===== src/mrs_pkg.sv =====
// Constants, reset values and state encodings for the reset sequencer.
// Assumes a single 250 MHz system clock; no other file is required.
package mrs_pkg;

	// --------------------------------------------------------------
	// Reset values
	// --------------------------------------------------------------
	localparam logic [7:0] MRS_PCL_RST      = 8'h00;
	localparam logic [7:0] MRS_TMRC_RST     = 8'h08;
	localparam logic [7:0] MRS_PORT_RST     = 8'hFF;
	localparam logic [7:0] MRS_CONV_RST     = 8'h40;
	localparam logic [6:0] MRS_INTA_RST     = 7'h00;
	localparam logic [1:0] MRS_INTB_RST     = 2'h0;
	localparam logic [2:0] MRS_SP_TOP       = 3'h0;

	// --------------------------------------------------------------
	// Timing
	// --------------------------------------------------------------
	localparam int MRS_CLK_NS               = 4;
	localparam int MRS_STARTUP_NS           = 4096;
	localparam int MRS_STARTUP_CYC          = MRS_STARTUP_NS / MRS_CLK_NS;
	localparam int MRS_QUALIFY_NS           = 1000;
	localparam int MRS_QUALIFY_CYC          = (MRS_QUALIFY_NS + MRS_CLK_NS - 1)
		/ MRS_CLK_NS;
	localparam int MRS_CNT_W                = 16;

	// --------------------------------------------------------------
	// Cause codes and states
	// --------------------------------------------------------------
	typedef enum logic [2:0] {
		MRS_CAUSE_NONE    = 3'h0,
		MRS_CAUSE_POWERON = 3'h1,
		MRS_CAUSE_PIN     = 3'h2,
		MRS_CAUSE_LOWSUP  = 3'h3,
		MRS_CAUSE_WDT_RUN = 3'h4,
		MRS_CAUSE_WDT_PD  = 3'h5
	} mrs_cause_type;

	typedef enum logic [2:0] {
		MRS_ST_HOLD  = 3'b001,
		MRS_ST_DELAY = 3'b010,
		MRS_ST_RUN   = 3'b100
	} mrs_state_type;

endpackage


===== src/mrs_reset_sequencer.sv =====
// Reset sequencer: merges the reset causes, times release and drives the
// reset values of the other units. Pins and the supply monitor are async
// and are synchronised here; the watchdog and core strobes share the clock.
`timescale 1ns/1ps
`default_nettype none

module mrs_reset_sequencer #(
	parameter int STARTUP_CYC = mrs_pkg::MRS_STARTUP_CYC,
	parameter int QUALIFY_CYC = mrs_pkg::MRS_QUALIFY_CYC
) (
	input  wire logic        i_ref_clk,
	input  wire logic        i_sys_rst,
	input  wire logic        i_external_reset_pin_n,
	input  wire logic        i_supply_low,
	input  wire logic        i_low_supply_reset_en,
	input  wire logic [1:0]  i_low_supply_threshold_sel,
	input  wire logic        i_watchdog_expiry,
	input  wire logic        i_powerdown_mode,
	input  wire logic        i_halt_exec,
	input  wire logic        i_wdt_clear_exec,
	output logic             o_core_rst,
	output logic             o_pc_sp_clear,
	output logic [2:0]       o_reset_cause,
	output logic [1:0]       o_low_supply_threshold,
	output logic             o_watchdog_expiry_flag,
	output logic             o_powerdown_flag,
	output logic             o_watchdog_counter_clear,
	output logic             o_timer_prescaler_clear,
	output logic [7:0]       o_program_counter_low,
	output logic [2:0]       o_stack_pointer,
	output logic [6:0]       o_interrupt_control_a,
	output logic [1:0]       o_interrupt_control_b,
	output logic [7:0]       o_timer_a_control,
	output logic [7:0]       o_timer_b_control,
	output logic [7:0]       o_port_data,
	output logic [7:0]       o_port_a_direction,
	output logic [7:0]       o_converter_control,
	output logic             o_load_full_reset
);

	// --------------------------------------------------------------
	// Synchronisers
	// --------------------------------------------------------------
	logic [1:0] pin_sync_reg;
	logic [1:0] low_sync_reg;
	logic       pin_low;
	logic       low_seen;

	always_ff @(posedge i_ref_clk or posedge i_sys_rst) begin
		if (i_sys_rst) begin
			pin_sync_reg <= 2'h0;
			low_sync_reg <= 2'h0;
		end else begin
			pin_sync_reg <= {pin_sync_reg[0], i_external_reset_pin_n};
			low_sync_reg <= {low_sync_reg[0], i_supply_low};
		end
	end

	assign pin_low  = ~pin_sync_reg[1];
	assign low_seen = low_sync_reg[1];

	// --------------------------------------------------------------
	// Threshold capture
	// --------------------------------------------------------------
	logic [1:0] thr_reg;
	logic [1:0] thr_next;
	logic       por_seen_reg;
	logic       por_seen_next;

	always_comb begin
		thr_next      = thr_reg;
		por_seen_next = 1'b1;
		if (!por_seen_reg) begin
			thr_next = i_low_supply_threshold_sel;
		end
	end

	always_ff @(posedge i_ref_clk or posedge i_sys_rst) begin
		if (i_sys_rst) begin
			thr_reg      <= 2'h0;
			por_seen_reg <= 1'b0;
		end else begin
			thr_reg      <= thr_next;
			por_seen_reg <= por_seen_next;
		end
	end

	assign o_low_supply_threshold = thr_reg;

	// --------------------------------------------------------------
	// Low-supply qualification
	// --------------------------------------------------------------
	logic [mrs_pkg::MRS_CNT_W-1:0] qual_reg;
	logic [mrs_pkg::MRS_CNT_W-1:0] qual_next;
	logic                          low_fire;

	always_comb begin
		qual_next = '0;
		low_fire  = 1'b0;
		if (low_seen && i_low_supply_reset_en) begin
			if (qual_reg >= mrs_pkg::MRS_CNT_W'(QUALIFY_CYC)) begin
				qual_next = qual_reg;
				low_fire  = 1'b1;
			end else begin
				qual_next = qual_reg + 1'b1;
			end
		end
	end

	always_ff @(posedge i_ref_clk or posedge i_sys_rst) begin
		if (i_sys_rst) begin
			qual_reg <= '0;
		end else begin
			qual_reg <= qual_next;
		end
	end

	// --------------------------------------------------------------
	// Sequencer
	// --------------------------------------------------------------
	mrs_pkg::mrs_state_type        st_reg;
	mrs_pkg::mrs_state_type        st_next;
	logic [mrs_pkg::MRS_CNT_W-1:0] dly_reg;
	logic [mrs_pkg::MRS_CNT_W-1:0] dly_next;
	logic [2:0]                    cause_reg;
	logic [2:0]                    cause_next;
	logic                          to_reg;
	logic                          to_next;
	logic                          pd_reg;
	logic                          pd_next;
	logic                          pcsp_reg;
	logic                          pcsp_next;
	logic                          full_reg;
	logic                          full_next;
	logic                          wdt_run;
	logic                          wdt_pd;

	assign wdt_run = i_watchdog_expiry && !i_powerdown_mode;
	assign wdt_pd  = i_watchdog_expiry && i_powerdown_mode;

	always_comb begin
		st_next    = st_reg;
		dly_next   = dly_reg;
		cause_next = cause_reg;
		to_next    = to_reg;
		pd_next    = pd_reg;
		pcsp_next  = 1'b0;
		full_next  = 1'b0;
		if (i_halt_exec) begin
			pd_next = 1'b1;
			to_next = 1'b0;
		end else if (i_wdt_clear_exec) begin
			pd_next = 1'b0;
		end
		unique case (st_reg)
			mrs_pkg::MRS_ST_HOLD: begin
				full_next = 1'b1;
				dly_next  = '0;
				if (!pin_low && !low_fire) begin
					st_next = mrs_pkg::MRS_ST_DELAY;
				end
			end
			mrs_pkg::MRS_ST_DELAY: begin
				if (pin_low || low_fire) begin
					st_next = mrs_pkg::MRS_ST_HOLD;
				end else if (dly_reg >= mrs_pkg::MRS_CNT_W'(STARTUP_CYC)) begin
					st_next = mrs_pkg::MRS_ST_RUN;
				end else begin
					dly_next = dly_reg + 1'b1;
				end
			end
			mrs_pkg::MRS_ST_RUN: begin
				if (pin_low) begin
					st_next    = mrs_pkg::MRS_ST_HOLD;
					cause_next = mrs_pkg::MRS_CAUSE_PIN;
				end else if (low_fire) begin
					st_next    = mrs_pkg::MRS_ST_HOLD;
					cause_next = mrs_pkg::MRS_CAUSE_LOWSUP;
				end else if (wdt_run) begin
					st_next    = mrs_pkg::MRS_ST_HOLD;
					cause_next = mrs_pkg::MRS_CAUSE_WDT_RUN;
					to_next    = 1'b1;
				end else if (wdt_pd) begin
					cause_next = mrs_pkg::MRS_CAUSE_WDT_PD;
					to_next    = 1'b1;
					pd_next    = 1'b1;
					pcsp_next  = 1'b1;
				end
			end
		endcase
	end

	always_ff @(posedge i_ref_clk or posedge i_sys_rst) begin
		if (i_sys_rst) begin
			st_reg    <= mrs_pkg::MRS_ST_HOLD;
			dly_reg   <= '0;
			cause_reg <= mrs_pkg::MRS_CAUSE_POWERON;
			to_reg    <= 1'b0;
			pd_reg    <= 1'b0;
			pcsp_reg  <= 1'b0;
			full_reg  <= 1'b1;
		end else begin
			st_reg    <= st_next;
			dly_reg   <= dly_next;
			cause_reg <= cause_next;
			to_reg    <= to_next;
			pd_reg    <= pd_next;
			pcsp_reg  <= pcsp_next;
			full_reg  <= full_next;
		end
	end

	assign o_core_rst = i_sys_rst || (st_reg != mrs_pkg::MRS_ST_RUN);

	// --------------------------------------------------------------
	// Reset values to the other units
	// --------------------------------------------------------------
	// The values are constant; full_reg tells units when to load them,
	// so a halted watchdog reset leaves them untouched.
	assign o_load_full_reset        = full_reg;
	assign o_pc_sp_clear            = pcsp_reg;
	assign o_reset_cause            = cause_reg;
	assign o_watchdog_expiry_flag   = to_reg;
	assign o_powerdown_flag         = pd_reg;
	assign o_watchdog_counter_clear = full_reg || pcsp_reg;
	assign o_timer_prescaler_clear  = full_reg;
	assign o_program_counter_low    = mrs_pkg::MRS_PCL_RST;
	assign o_stack_pointer          = mrs_pkg::MRS_SP_TOP;
	assign o_interrupt_control_a    = mrs_pkg::MRS_INTA_RST;
	assign o_interrupt_control_b    = mrs_pkg::MRS_INTB_RST;
	assign o_timer_a_control        = mrs_pkg::MRS_TMRC_RST;
	assign o_timer_b_control        = mrs_pkg::MRS_TMRC_RST;
	assign o_port_data              = mrs_pkg::MRS_PORT_RST;
	assign o_port_a_direction       = mrs_pkg::MRS_PORT_RST;
	assign o_converter_control      = mrs_pkg::MRS_CONV_RST;

endmodule

`default_nettype wire


===== config.mk =====
export PLATFORM = sky130hd
export DESIGN_NAME = mrs_reset_sequencer
export DESIGN_NICKNAME = d
export VERILOG_FILES = /design/src/mrs_pkg.sv /design/src/mrs_reset_sequencer.sv
export SDC_FILE = /design/constraint.sdc
export NUM_CORES = 1
export LEC_CHECK = 0
export ABC_AREA = 1
export BUFFER_PORTS_ARGS = -buffer_cell sky130_fd_sc_hd__buf_2
export CAP_MARGIN = 20
export CORE_MARGIN = 8
export CORE_UTILIZATION = 35
export DETAILED_ROUTE_END_ITERATION = 6
export SLEW_MARGIN = 10
export SYNTH_ARGS = -nofsm -noshare
export SYNTH_HDL_FRONTEND = slang
export SYNTH_SLANG_ARGS = --single-unit

===== constraint.sdc =====
create_clock -name i_ref_clk -period 2.2 [get_ports i_ref_clk]
set_input_delay 0.55 -clock i_ref_clk [delete_from_list [all_inputs] [get_ports i_ref_clk]]
set_output_delay 0.55 -clock i_ref_clk [all_outputs]
set_load 0.01 [all_outputs]

## After elaboration in Yosys (flattened, before gate mapping)

Index checks and enable logic that the tools add are counted.

| cells by class | value |
|---|---|
| $add $sub $neg | 2 |
| $lt $le $gt $ge | 2 |
| equality and inequality tests | 11 |
| muxes and demuxes | 37 |
| bitwise logic cells | 1 |
| reductions and logical operators | 13 |

Operators with widths:

| kind | count |
|---|---|
| 16-bit two-way mux | 4 |
| 16-bit by 1-bit adder with 16-bit output, second input constant | 2 |
| 16-bit one-hot mux with 2 select lines | 1 |
| 3-bit two-way mux | 10 |
| 1-bit two-way mux | 21 |
| 16-bit by 11-bit >= comparator with 1-bit output, second input constant | 1 |
| 16-bit by 8-bit >= comparator with 1-bit output, second input constant | 1 |
| 3-bit one-hot mux with 3 select lines | 1 |
| 2-bit inequality test, second input constant | 4 |
| 3-bit inequality test, second input constant | 2 |
| 3-bit AND reduction | 2 |
| 1-bit logical AND | 4 |
| 4-bit by 1-bit inequality test with 1-bit output, second input constant | 1 |
| 4-bit inequality test, second input constant | 1 |
| 3-bit by 1-bit == test with 1-bit output, second input constant | 1 |
| 3-bit by 2-bit == test with 1-bit output, second input constant | 1 |
| 3-bit == test, second input constant | 1 |
| 1-bit logical OR | 3 |
| 1-bit logical NOT | 2 |
| 2-bit AND reduction | 1 |
| 2-bit nonzero test | 1 |
| 1-bit inverter | 1 |

| word-level totals | value |
|---|---|
| flip-flop bits (word level) | 49 |
| output and inout port bits | 72 |

## Logic depth before layout (Yosys ltp)

Gate-level depths: netlist of run 1.

| logic depth | value |
|---|---|
| depth after elaboration | 7 |
| gate-level depth with buffers | 14 |
| gate-level depth less buffers | 13 |

## Least setup slack after synthesis of run 1

No wires, ideal clock.

| timing path | value |
|---|---|
| path type | input-to-output |
| from | in i_sys_rst |
| to | out o_core_rst |
| arrival | 1.837 ns |
| required time | 1.650 ns |
| setup slack | -0.187 ns |
| cell stages on the path | 2 |
| cells stage by stage | inv_1 -> nand2_1 |

| on the way | value |
|---|---|
| word-level cells in the longest chain between the ends | 1 |

RTL lines:

| item | RTL line | RTL |
|---|---|---|
| start: declaration | mrs_reset_sequencer.sv:12 | `input wire logic i_sys_rst,` |
| 1-bit logical OR | mrs_reset_sequencer.sv:213 | `assign o_core_rst = i_sys_rst \|\| (st_reg != mrs_pkg::MRS_ST_RUN);` |
| end: declaration | mrs_reset_sequencer.sv:21 | `output logic o_core_rst,` |

No other way between the ends.

## Final worst setup path of run 1

| timing path | value |
|---|---|
| from | reg st_reg[1] |
| to | out o_core_rst |

| on the way | value |
|---|---|
| word-level cells in the longest chain between the ends | 2 |

RTL lines:

| item | RTL line | RTL |
|---|---|---|
| start: declaration | mrs_reset_sequencer.sv:121 | `mrs_pkg::mrs_state_type st_reg;` |
| start signal: assignment | mrs_reset_sequencer.sv:195 | `st_reg <= mrs_pkg::MRS_ST_HOLD;` |
| start signal: assignment | mrs_reset_sequencer.sv:203 | `st_reg <= st_next;` |
| 3-bit inequality test | mrs_reset_sequencer.sv:213 |  |
| 1-bit logical OR | mrs_reset_sequencer.sv:213 |  |

No other way between the ends.

==> impl_metrics.toml, run 1 <==
[outcome]
status = "finished clean"

[yosys]
syn_area_mm2 = 0.00276
yosys.area.top_type = "dfrtp_1"
synthCells = 332
ys_ff_latch = 49
yosysSeqAreaShare_pct = 44.5
syn_area_per_cell_um2 = 8.33
synth.area.top_cells = "dfrtp_1, buf_4, nand2_1"
synthDominantCellAreaShare_pct = 41.6
yosys_warnings = 0
ys_types = 28

[cts]
clock-sinks = 49
cts_setup_buffers = 0
cts_root_buf = "clkbuf_8"
holdBufCountCts = 0
h-tree-depth = 2
cts-resized-gates = 0
numCtsBuffers = 5
clock_path_buffers = 2
clk_latency_ns = 0.29
clkTransAtPathRegs_ns = 0.08
cts_tree = "done"

[routing]
dr.first_iter.drc_count = 59
drt_pre_antenna_iters = 4
routed_via_density = 4.02
wirelength_mm = 4.77
wl_per_cell_um = 10.3
drcViolationCount = 0
ant_nets = 0
num_vias = 1859

[worst_hold_path]
holdPathEnd = "low_sync_reg[1]"
hp-class = "reg -> reg"
min_path_cells = 0
hold_start = "low_sync_reg[0]"

[timing]
tightest_slew_ns = 0.611
rsz0062_at_grt = "false"
maxSlewViolCount = 0
fin_ws_ns = 0.420
fmax_ghz = 0.562
tns_ns = 0
post-route-period-util_pct = 80.9
hold_viol = 0
skew_ns = 0.0100
layout_min_cycle_time_ns = 1.78
slew_headroom_pct = 59.2
setup_viol = 0

[power]
power.leakage_nw = 1.51
irDropWorstVdd_v = 0.000303
power.density_mw_per_mm2 = 805

[placement]
dp_slack_ns = 0.431
post_dp_cell_area_mm2 = 0.00277
io_buffers = 22
place_hpwl_mm = 3.70
gp_congestion = 0.803

[global_routing]
grtUsageTotal_pct = 8.93
antenna_found_initial = 0
first_global_vias = 1876
grt_pass1_wl_mm = 8.44
grt_max_degree = 50
grt-ovfl-total = 0

[final_layout]
final_nets = 374
fillers = 797
areaGrowthSynthToFinish_pct = 4.26
drive_above_1_share_pct = 15.0
final_area_mm2 = 0.00288
diodes = 0
fin_util_pct = 37.5

[critical_path]
crit_chain = "nor3_1 > buf_4 > nand2_1 > buf_2"
timing.reg2reg.setup_slack_ns = 0.42
startpoint_type = "flip-flop"
endpoint_kind = "output pin"
crit_cells = 4
r2r-start = "qual_reg[0]"
critPathSlowestCell = "dfrtp_1"
worstPathArrival_ns = 1.23
crit_required_ns = 1.65
cp_max_fo = 6
crit_type = "reg -> out"
r2r-end = "dly_reg[8]"
cp_slowest_stage_delay_ns = 0.39
r2r_cells = 13
path_buf_inv = 2
critPathTopFamily = "flip-flops"

[floorplan]
die-area_mm2 = 0.0110
initial_core_util_pct = 36.0
ios = 83
num_rows = 32
core_mm2 = 0.00769
die_h_um = 105
die_x_um = 105

[job]
max-cap-violations = 0
-- layout make-up --
type / count / area, um^2 / area share (%)
Sequential cell: 49 / 1230 / 42.7
Timing Repair Buffer: 25 / 133 / 4.60
Multi-Input combinational cell: 236 / 1110 / 38.6
Clock inverter: 1 / 30.0 / 1.04
Tap cell: 102 / 128 / 4.43
Inverter: 42 / 161 / 5.60
Clock buffer: 7 / 86.3 / 3.00
-- logic make-up after synthesis --
logic type / count (synthesis) / synth area share (%)
fa+ha+maj: 4 / 1.81
compound gates: 22 / 4.35
simple gates: 140 / 22.8
mux: 2 / 0.815
other cells: 2 / 0.272
buf+inv: 106 / 23.2
xor+xnor: 7 / 2.22
flops: 49 / 44.5
-- layout by cell type, fill, tap and decap left out --
master | netlist | final
clkbuf_8 | 0 | 6
o21ai_1 | 5 | 5
or2_2 | 2 | 2
clkbuf_1 | 1 | 1
dfrtp_1 | 46 | 46
inv_2 | 3 | 3
nor2_1 | 34 | 34
o31ai_1 | 3 | 3
inv_1 | 39 | 38
mux2_2 | 2 | 2
nand2_4 | 5 | 5
ha_1 | 4 | 4
nand3_1 | 16 | 16
xor2_1 | 5 | 5
or2_0 | 1 | 1
buf_4 | 61 | 3
conb_1 | 2 | 61
o21ai_0 | 7 | 7
nand3b_1 | 2 | 2
nor2_2 | 6 | 6
buf_2 | 0 | 22
o21a_1 | 1 | 1
xnor2_1 | 2 | 2
nor3_1 | 4 | 4
a21oi_1 | 6 | 6
and3_1 | 1 | 1
nand4_1 | 4 | 4
clkinvlp_4 | 0 | 1
dfstp_2 | 3 | 3
nand2_1 | 65 | 65
bufinv_16 | 0 | 1
-- layer usage --
layer	global-route usage (%)	wire length, um	vias up
li1	-	-	950
met1	10.6	2120	853
met2	14.6	2240	54
met3	3.99	380	2
met4	1.83	20	0
met5	0	0	-
-- cells in the mapped netlist, drive strengths merged --
master	number
nor2	40
clkbuf	1
xor2	5
ha	4
a21oi	6
o31ai	3
nor3	4
dfstp	3
and3	1
conb	2
buf	63
o21a	1
nand4	4
nand3b	2
nand3	16
inv	42
dfrtp	46
mux2	2
o21ai	12
xnor2	2
nand2	70
or2	3
-- how the worst max path moves through the flow --
stage / slack, ns / to / start
finish: 0.42 / o_core_rst / st_reg[1]
global route: 0.20 / dly_reg[8] / qual_reg[0]
CTS: 0.41 / dly_reg[8] / qual_reg[0]
detailed placement: 0.43 / dly_reg[8] / qual_reg[0]
global placement: 0.50 / dly_reg[9] / qual_reg[0]
floorplan: 0.10 / o_core_rst / i_sys_rst
-- metrics by stage --
stage               std cells  power, mW  hold WS, ns
floorplan                 391       1.65        0.331
global placement          454       1.68        0.334
detailed placement        454       1.69        0.342
CTS                       462       2.35        0.351
global route              462       2.50        0.352
finish                    462       2.32        0.359
-- worst reg2reg max path: stages, from the launching register on --
cell	delay (ns)
dfrtp_1	0.38
inv_1	0.08
ha_1	0.19
nor2_1	0.08
nand2_1	0.06
nand2_1	0.10
nand2_4	0.08
nand2_4	0.11
nand2_4	0.08
nand2_4	0.08
nand2_4	0.12
inv_2	0.22
nand2_1	0.08
nand2_1	0.06
-- power by group --
group	internal, mW	switching, mW	leakage (nW)	total [mW]
registers	0.997	0.0487	0.644	1.05
logic	0.179	0.439	0.803	0.618
clock network	0.371	0.284	0.0585	0.655
Note: power is estimated with default switching activity, not from simulation.
==> run 2, diff against run 1 <==
--- a/config.mk
+++ b/config.mk
@@ -5,7 +5,7 @@
 export SDC_FILE = /design/constraint.sdc
 export NUM_CORES = 1
 export LEC_CHECK = 0
-export ABC_AREA = 1
+export ABC_AREA = 0
 export BUFFER_PORTS_ARGS = -buffer_cell sky130_fd_sc_hd__buf_2
 export CAP_MARGIN = 20
 export CORE_MARGIN = 8
==> constraint.sdc (replaced) <==
create_clock -name i_ref_clk -period 1.8 [get_ports i_ref_clk]
set_input_delay 0.45 -clock i_ref_clk [delete_from_list [all_inputs] [get_ports i_ref_clk]]
set_output_delay 0.45 -clock i_ref_clk [all_outputs]
set_load 0.01 [all_outputs]
==> run 2 against run 1 <==
  * Non-clock buffer count grew 30
  * Clock skew shrank 0.0054 ns
  * Register-to-register slack lost 0.59 ns
  * The run now ends with setup timing left
  * Sequential share of layout area shrank 2.8 points
  * Largest cell class unchanged
  * Combinational power shrank 20%
  * Clock-buffer cell count shrank 2
  * Final area grew 7.0%
  * Total power grew 1.4%
  * Critical endpoint is now dly_reg[8]
  * Critical path depth grew 2
  * Die area shrank 4.2%
  * Clock power shrank 2%
  * Critical path type is now reg -> reg
==> impl_metrics.toml, run 2 <==
[outcome]
status = "finished, violations left"
violations = "setup timing"

[yosys]
syn_area_per_cell_um2 = 10.0
yosys_warnings = 0
synthTopCellsByCount = "buf_4, dfrtp_1, nor2_1, nand2_1"
synth.area.top_cells = "dfrtp_1, buf_4, dfstp_2"
synthFlopType = "dfrtp_1"
ys_async_sr_fraction_pct = 100
post-synth-top-count-cell = "buf_4"
synthDominantCellAreaShare_pct = 43.8
yosys.area.top_type = "dfrtp_1"
ys_types = 43
synthCells = 262
ys_ff_latch = 49
syn_area_mm2 = 0.00263
synth_edf_count = 0
yosysSeqAreaShare_pct = 46.8

[final_layout]
final_nets = 330
fillers = 711
areaGrowthSynthToFinish_pct = 17.4
final_cell_mix = "conb_1, dfrtp_1, buf_4"
diodes = 0
drive_above_1_share_pct = 28.8
stdcell_count = 415
final_common_cell = "conb_1"

[floorplan]
die_h_um = 103
ios = 83
initial_core_util_pct = 36.2
core_mm2 = 0.00725
num_rows = 31
die-area_mm2 = 0.0105
die_x_um = 103

[power]
power_frac_seq_pct = 51.5
p_sw_share_pct = 30.0
power.density_mw_per_mm2 = 762
clkPwrFrac_pct = 27.4
switchingPower_mw = 0.706
p_comb_share_pct = 21.1
irDropWorstVdd_v = 0.000358
p_int_mw = 1.64
power.leakage_nw = 1.52

[critical_path]
worstPathArrival_ns = 2.19
timing.reg2reg.setup_slack_ns = -0.17
cp_max_fo = 7
r2r_cells = 6
r2r-end = "dly_reg[8]"
crit_required_ns = 2.02
endpoint_kind = "flip-flop"
r2r-start = "qual_reg[1]"
startpoint_type = "flip-flop"
crit_type = "reg -> reg"

[timing]
tightest_slew_ns = 0.627
fin_ws_ns = -0.167
layout_min_cycle_time_ns = 1.97
post-route-period-util_pct = 109
fmax_ghz = 0.508
setup_viol = 15
skew_ns = 0.00463
rsz0062_at_grt = "true"
slew_headroom_pct = 58.2
hold_viol = 0
maxSlewViolCount = 0

[cts]
clkTransAtPathRegs_ns = 0.09
cts_root_buf = "clkbuf_8"
cts_tree = "done"
clock_path_buffers = 2
h-tree-depth = 2
clk_latency_ns = 0.30
holdBufCountCts = 0
numCtsBuffers = 5
clock-sinks = 49

[job]
max-cap-violations = 0

[placement]
gp_congestion = 0.752
io_buffers = 22
dp.cells = 403
place_hpwl_mm = 3.94
dp_slack_ns = -0.173

[routing]
num_vias = 1813
ant_nets = 0
wl_per_cell_um = 13.1
routed_via_density = 4.37
dr.first_iter.drc_count = 82
drcViolationCount = 0
wirelength_mm = 5.46
drt_pre_antenna_iters = 4

[global_routing]
antenna_found_initial = 0
grt_pass1_wl_mm = 8.40
grtUsageTotal_pct = 9.95
grt-ovfl-total = 0
grt_max_degree = 50
first_global_vias = 1811

[worst_hold_path]
min_path_cells = 1
hold_start = "i_external_reset_pin_n"
hp-class = "in -> reg"
holdPathEnd = "pin_sync_reg[0]"
## run 2: changes by cell type after synthesis, sizes merged, moves of 3 or more
cell,delta
and3,+7
nor2,-23
a2111oi,+3
clkbuf,+5
nand2,-54
a211oi,+4
xor2,-3
nor4,+5
xnor2,+6
or3,+5
nand3,-8
and2,+6
inv,-30
## run 2: worst max-delay path by stage
| stage | start | to |
|---|---|---|
| 2_1_floorplan | qual_reg[1] | dly_reg[2] |
| 3_3_place_gp | qual_reg[1] | dly_reg[7] |
| 3_5_place_dp | dly_reg[10] | dly_reg[8] |
| 4_1_cts | qual_reg[1] | dly_reg[8] |
| 5_1_grt | qual_reg[15] | dly_reg[8] |
| 6_report | qual_reg[1] | dly_reg[8] |
## run 2: final cells by class
class / count / area, um^2 / share of cell area [%]
inverter: 12 / 48.8 / 1.58
tap: 99 / 124 / 4.02
multi-input combinational: 192 / 1220 / 39.6
sequential: 49 / 1230 / 39.9
clock buffer: 5 / 68.8 / 2.23
clock inverter: 3 / 17.5 / 0.568
timing repair buffer: 55 / 373 / 12.1
## run 2: power by group through the flow
stage / Sequential, mW / Combinational, mW / Clock [mW]
finish: 1.21 / 0.495 / 0.644
global route: 1.22 / 0.554 / 0.701
CTS: 1.21 / 0.455 / 0.667
detailed placement: 1.23 / 0.444 / 0
global placement: 1.23 / 0.437 / 0
floorplan: 1.24 / 0.349 / 0
## run 2: worst max-delay path, stage by stage, from the launching register on
cell and delay (ns):
dfrtp_1 0.40, ha_2 0.20, o31ai_4 0.24, o211ai_4 0.14, a211o_4 0.38, or4_1 0.40, a21oi_1 0.14
## run 2: kinds of logic after synthesis
group	count (synthesis)	share of synthesized area, %
AO/OA/AOI/OAI	38	10.2
XOR/XNOR	10	3.34
adder cells (fa/ha/maj)	4	1.91
buffers and inverters	80	20.2
flip-flops	49	46.8
multiplexers	2	0.857
other	2	0.286
AND/OR/NAND/NOR	77	16.3
## run 2: layer usage
metal	vias to the layer above	GRT usage, %	wire length (um)
met5	-	0	0
met4	0	3.27	42
met3	2	2.09	411
met2	64	16.5	2680
met1	883	12.6	2320
li1	864	-	-
## run 2: stage by stage
step / utilization [%] / hold WS (ns) / total power [mW] / cell area (um^2) / TNS (ns)
after floorplan: - / 0.331 / 1.59 / 2870 / -1.04
after global placement: 39.0 / 0.334 / 1.67 / 2830 / -0.710
after detailed placement: 39.0 / 0.337 / 1.68 / 2830 / -0.971
after CTS: 40.7 / 0.242 / 2.33 / 2950 / -0.899
after global routing: 42.5 / 0.235 / 2.48 / 3080 / -2.96
final: 42.5 / 0.253 / 2.35 / 3080 / -1.09
## run 2: what timing repair did
item                                    4_1_cts  5_1_grt
endpoints found under the setup margin       11       18
resized for setup                             6       22
pin swaps                                     4        6
buffers inserted                              1        3
==> run 3, diff against run 2 <==
--- a/config.mk
+++ b/config.mk
@@ -8,9 +8,10 @@
 export ABC_AREA = 0
 export BUFFER_PORTS_ARGS = -buffer_cell sky130_fd_sc_hd__buf_2
 export CAP_MARGIN = 20
-export CORE_MARGIN = 8
+export CORE_MARGIN = 4
 export CORE_UTILIZATION = 35
 export DETAILED_ROUTE_END_ITERATION = 6
+export MAX_ROUTING_LAYER = met4
 export SLEW_MARGIN = 10
 export SYNTH_ARGS = -nofsm -noshare
 export SYNTH_HDL_FRONTEND = slang
==> constraint.sdc (replaced) <==
create_clock -name i_ref_clk -period 2.15 [get_ports i_ref_clk]
set_input_delay 0.5375 -clock i_ref_clk [delete_from_list [all_inputs] [get_ports i_ref_clk]]
set_output_delay 0.5375 -clock i_ref_clk [all_outputs]
set_load 0.01 [all_outputs]
==> run 3 against run 2 <==
  * The run now ends clean
  * Final area decreased by 8.7%
  * Critical path type unchanged
  * Largest cell class unchanged
  * Worst setup slack improved by 0.28 ns
  * Flip-flop and latch count unchanged
  * Critical path depth unchanged
  * Via count decreased by 6.3%
  * Die area decreased by 15%
  * Total power decreased by 16%
  * Clock skew decreased by 0.00099 ns
  * Fmax decreased by 3.5%
  * Worst hold slack improved by 0.086 ns
==> impl_metrics.toml, run 3 (synthesized netlist as in run 2, its figures left out) <==
[final_layout]
final_common_cell = "conb_1"
final_area_mm2 = 0.00282
fillers = 740
diodes = 0
final_cell_mix = "conb_1, dfrtp_1, buf_2"
drive_above_1_share_pct = 18.8
areaGrowthSynthToFinish_pct = 7.19
stdcell_count = 392
final_nets = 307

[placement]
io_buffers = 22
post_dp_cell_area_mm2 = 0.00267
gp_congestion = 0.812
dp.cells = 383
place_hpwl_mm = 3.32

[critical_path]
crit_type = "reg -> reg"
r2r-end = "dly_reg[8]"
startpoint_type = "flip-flop"
crit_chain = "ha_1 > o31ai_4 > o211ai_4 > a211o_1 > or4_1 > a21oi_1"
r2r-start = "qual_reg[1]"
crit_required_ns = 2.38
worstPathArrival_ns = 2.26
timing.reg2reg.setup_slack_ns = 0.11
cp_slowest_stage_delay_ns = 0.50
r2r_cells = 6
cp_max_fo = 5
endpoint_kind = "flip-flop"
critPathSlowestCell = "or4_1"

[timing]
setup_viol = 0
layout_min_cycle_time_ns = 2.04
fmax_ghz = 0.490
tightest_slew_ns = 0.581
post-route-period-util_pct = 94.8
maxSlewViolCount = 0
hold_viol = 0
slew_headroom_pct = 60.3
skew_ns = 0.00365

[routing]
drcViolationCount = 0
wirelength_mm = 4.47
routed_via_density = 4.33
ant_nets = 0
drt_pre_antenna_iters = 4
wl_per_cell_um = 11.4
num_vias = 1698
dr.first_iter.drc_count = 76

[global_routing]
grt_pass1_wl_mm = 7.60
grt_max_degree = 50
first_global_vias = 1650
antenna_found_initial = 0
grtUsageTotal_pct = 10.9
grt-ovfl-total = 0

[power]
power.density_mw_per_mm2 = 705
power.leakage_nw = 1.39
irDropWorstVdd_v = 0.000353
power.total_mw = 1.98

[job]
max-cap-violations = 0

[floorplan]
ios = 83
core_mm2 = 0.00729
num_rows = 31
die-area_mm2 = 0.00895
die_h_um = 94.6
die_x_um = 94.6
initial_core_util_pct = 36.0

[cts]
cts_root_buf = "clkbuf_8"
h-tree-depth = 2
clock_path_buffers = 2
holdBufCountCts = 0
numCtsBuffers = 5
clkTransAtPathRegs_ns = 0.09
clock-sinks = 49
clk_latency_ns = 0.30
cts_tree = "done"

[outcome]
status = "finished clean"

[worst_hold_path]
holdPathEnd = "low_sync_reg[0]"
min_path_cells = 1
hold_start = "i_supply_low"
hp-class = "in -> reg"
## run 3: cell types whose count changed in the layout (fill, tap and decap cells not counted), sizes merged
cell / change
bufinv: +1
clkinv: -2
buf: -23
clkbuf: +1
## run 3: layer usage
| layer | share of wire [%] | up-vias | GRT usage, % |
|---|---|---|---|
| met1 | 45 | 814 | 14.5 |
| met3 | 5.5 | 4 | 1.91 |
| met4 | 1.1 | 0 | 3.97 |
| li1 | - | 819 | - |
| met2 | 48 | 61 | 16.9 |
| met5 | 0 | - | - |
## run 3: layout make-up
class                           instances  area (um^2)  share of cell area (%)
Clock buffer                            6         82.6                    2.93
Multi-Input combinational cell        192         1110                    39.3
Inverter                               12         48.8                    1.73
Timing Repair Buffer                   32          185                    6.58
Sequential cell                        49         1230                    43.7
Clock inverter                          2         37.5                    1.33
Tap cell                               99          124                    4.40
## run 3: power breakdown
group	internal, mW	switching (mW)	total [mW]
sequential	0.979	0.0565	1.04
combinational	0.0922	0.178	0.270
clock	0.378	0.301	0.679
## run 3: how the worst max path moves through the flow
stage               slack [ns]          to  cells past startpoint         from
finish                    0.11  dly_reg[8]                      6  qual_reg[1]
global route             -0.01  dly_reg[4]                      6  dly_reg[10]
CTS                      0.008  dly_reg[4]                      7  qual_reg[1]
detailed placement        0.04  dly_reg[8]                      6  qual_reg[1]
global placement          0.08  dly_reg[8]                      6  qual_reg[1]
floorplan                 0.09  o_core_rst                      2    i_sys_rst
## run 3: per-stage QoR
step	hold slack, ns	setup slack [ns]	util, %	setup TNS [ns]
floorplan	0.331	0.0950	-	0
global placement	0.334	0.0809	36.6	0
detailed placement	0.338	0.0441	36.6	0
CTS	0.331	0.00793	38.2	0
global route	0.326	-0.0110	38.6	-0.0132
finish	0.339	0.111	38.6	0
## run 3: critical path: cells and delay by family (launching register included)
family	cells	cell delay, ns
AOI/OAI and AO/OA	4	0.81
and+or+nand+nor	1	0.50
DFF	1	0.44
adders and majority gates	1	0.22
## run 3: repair_timing
action / in CTS / in global routing
setup buffers: 0 / 1
setup endpoints to repair: 0 / 6
gates resized for setup: 0 / 4
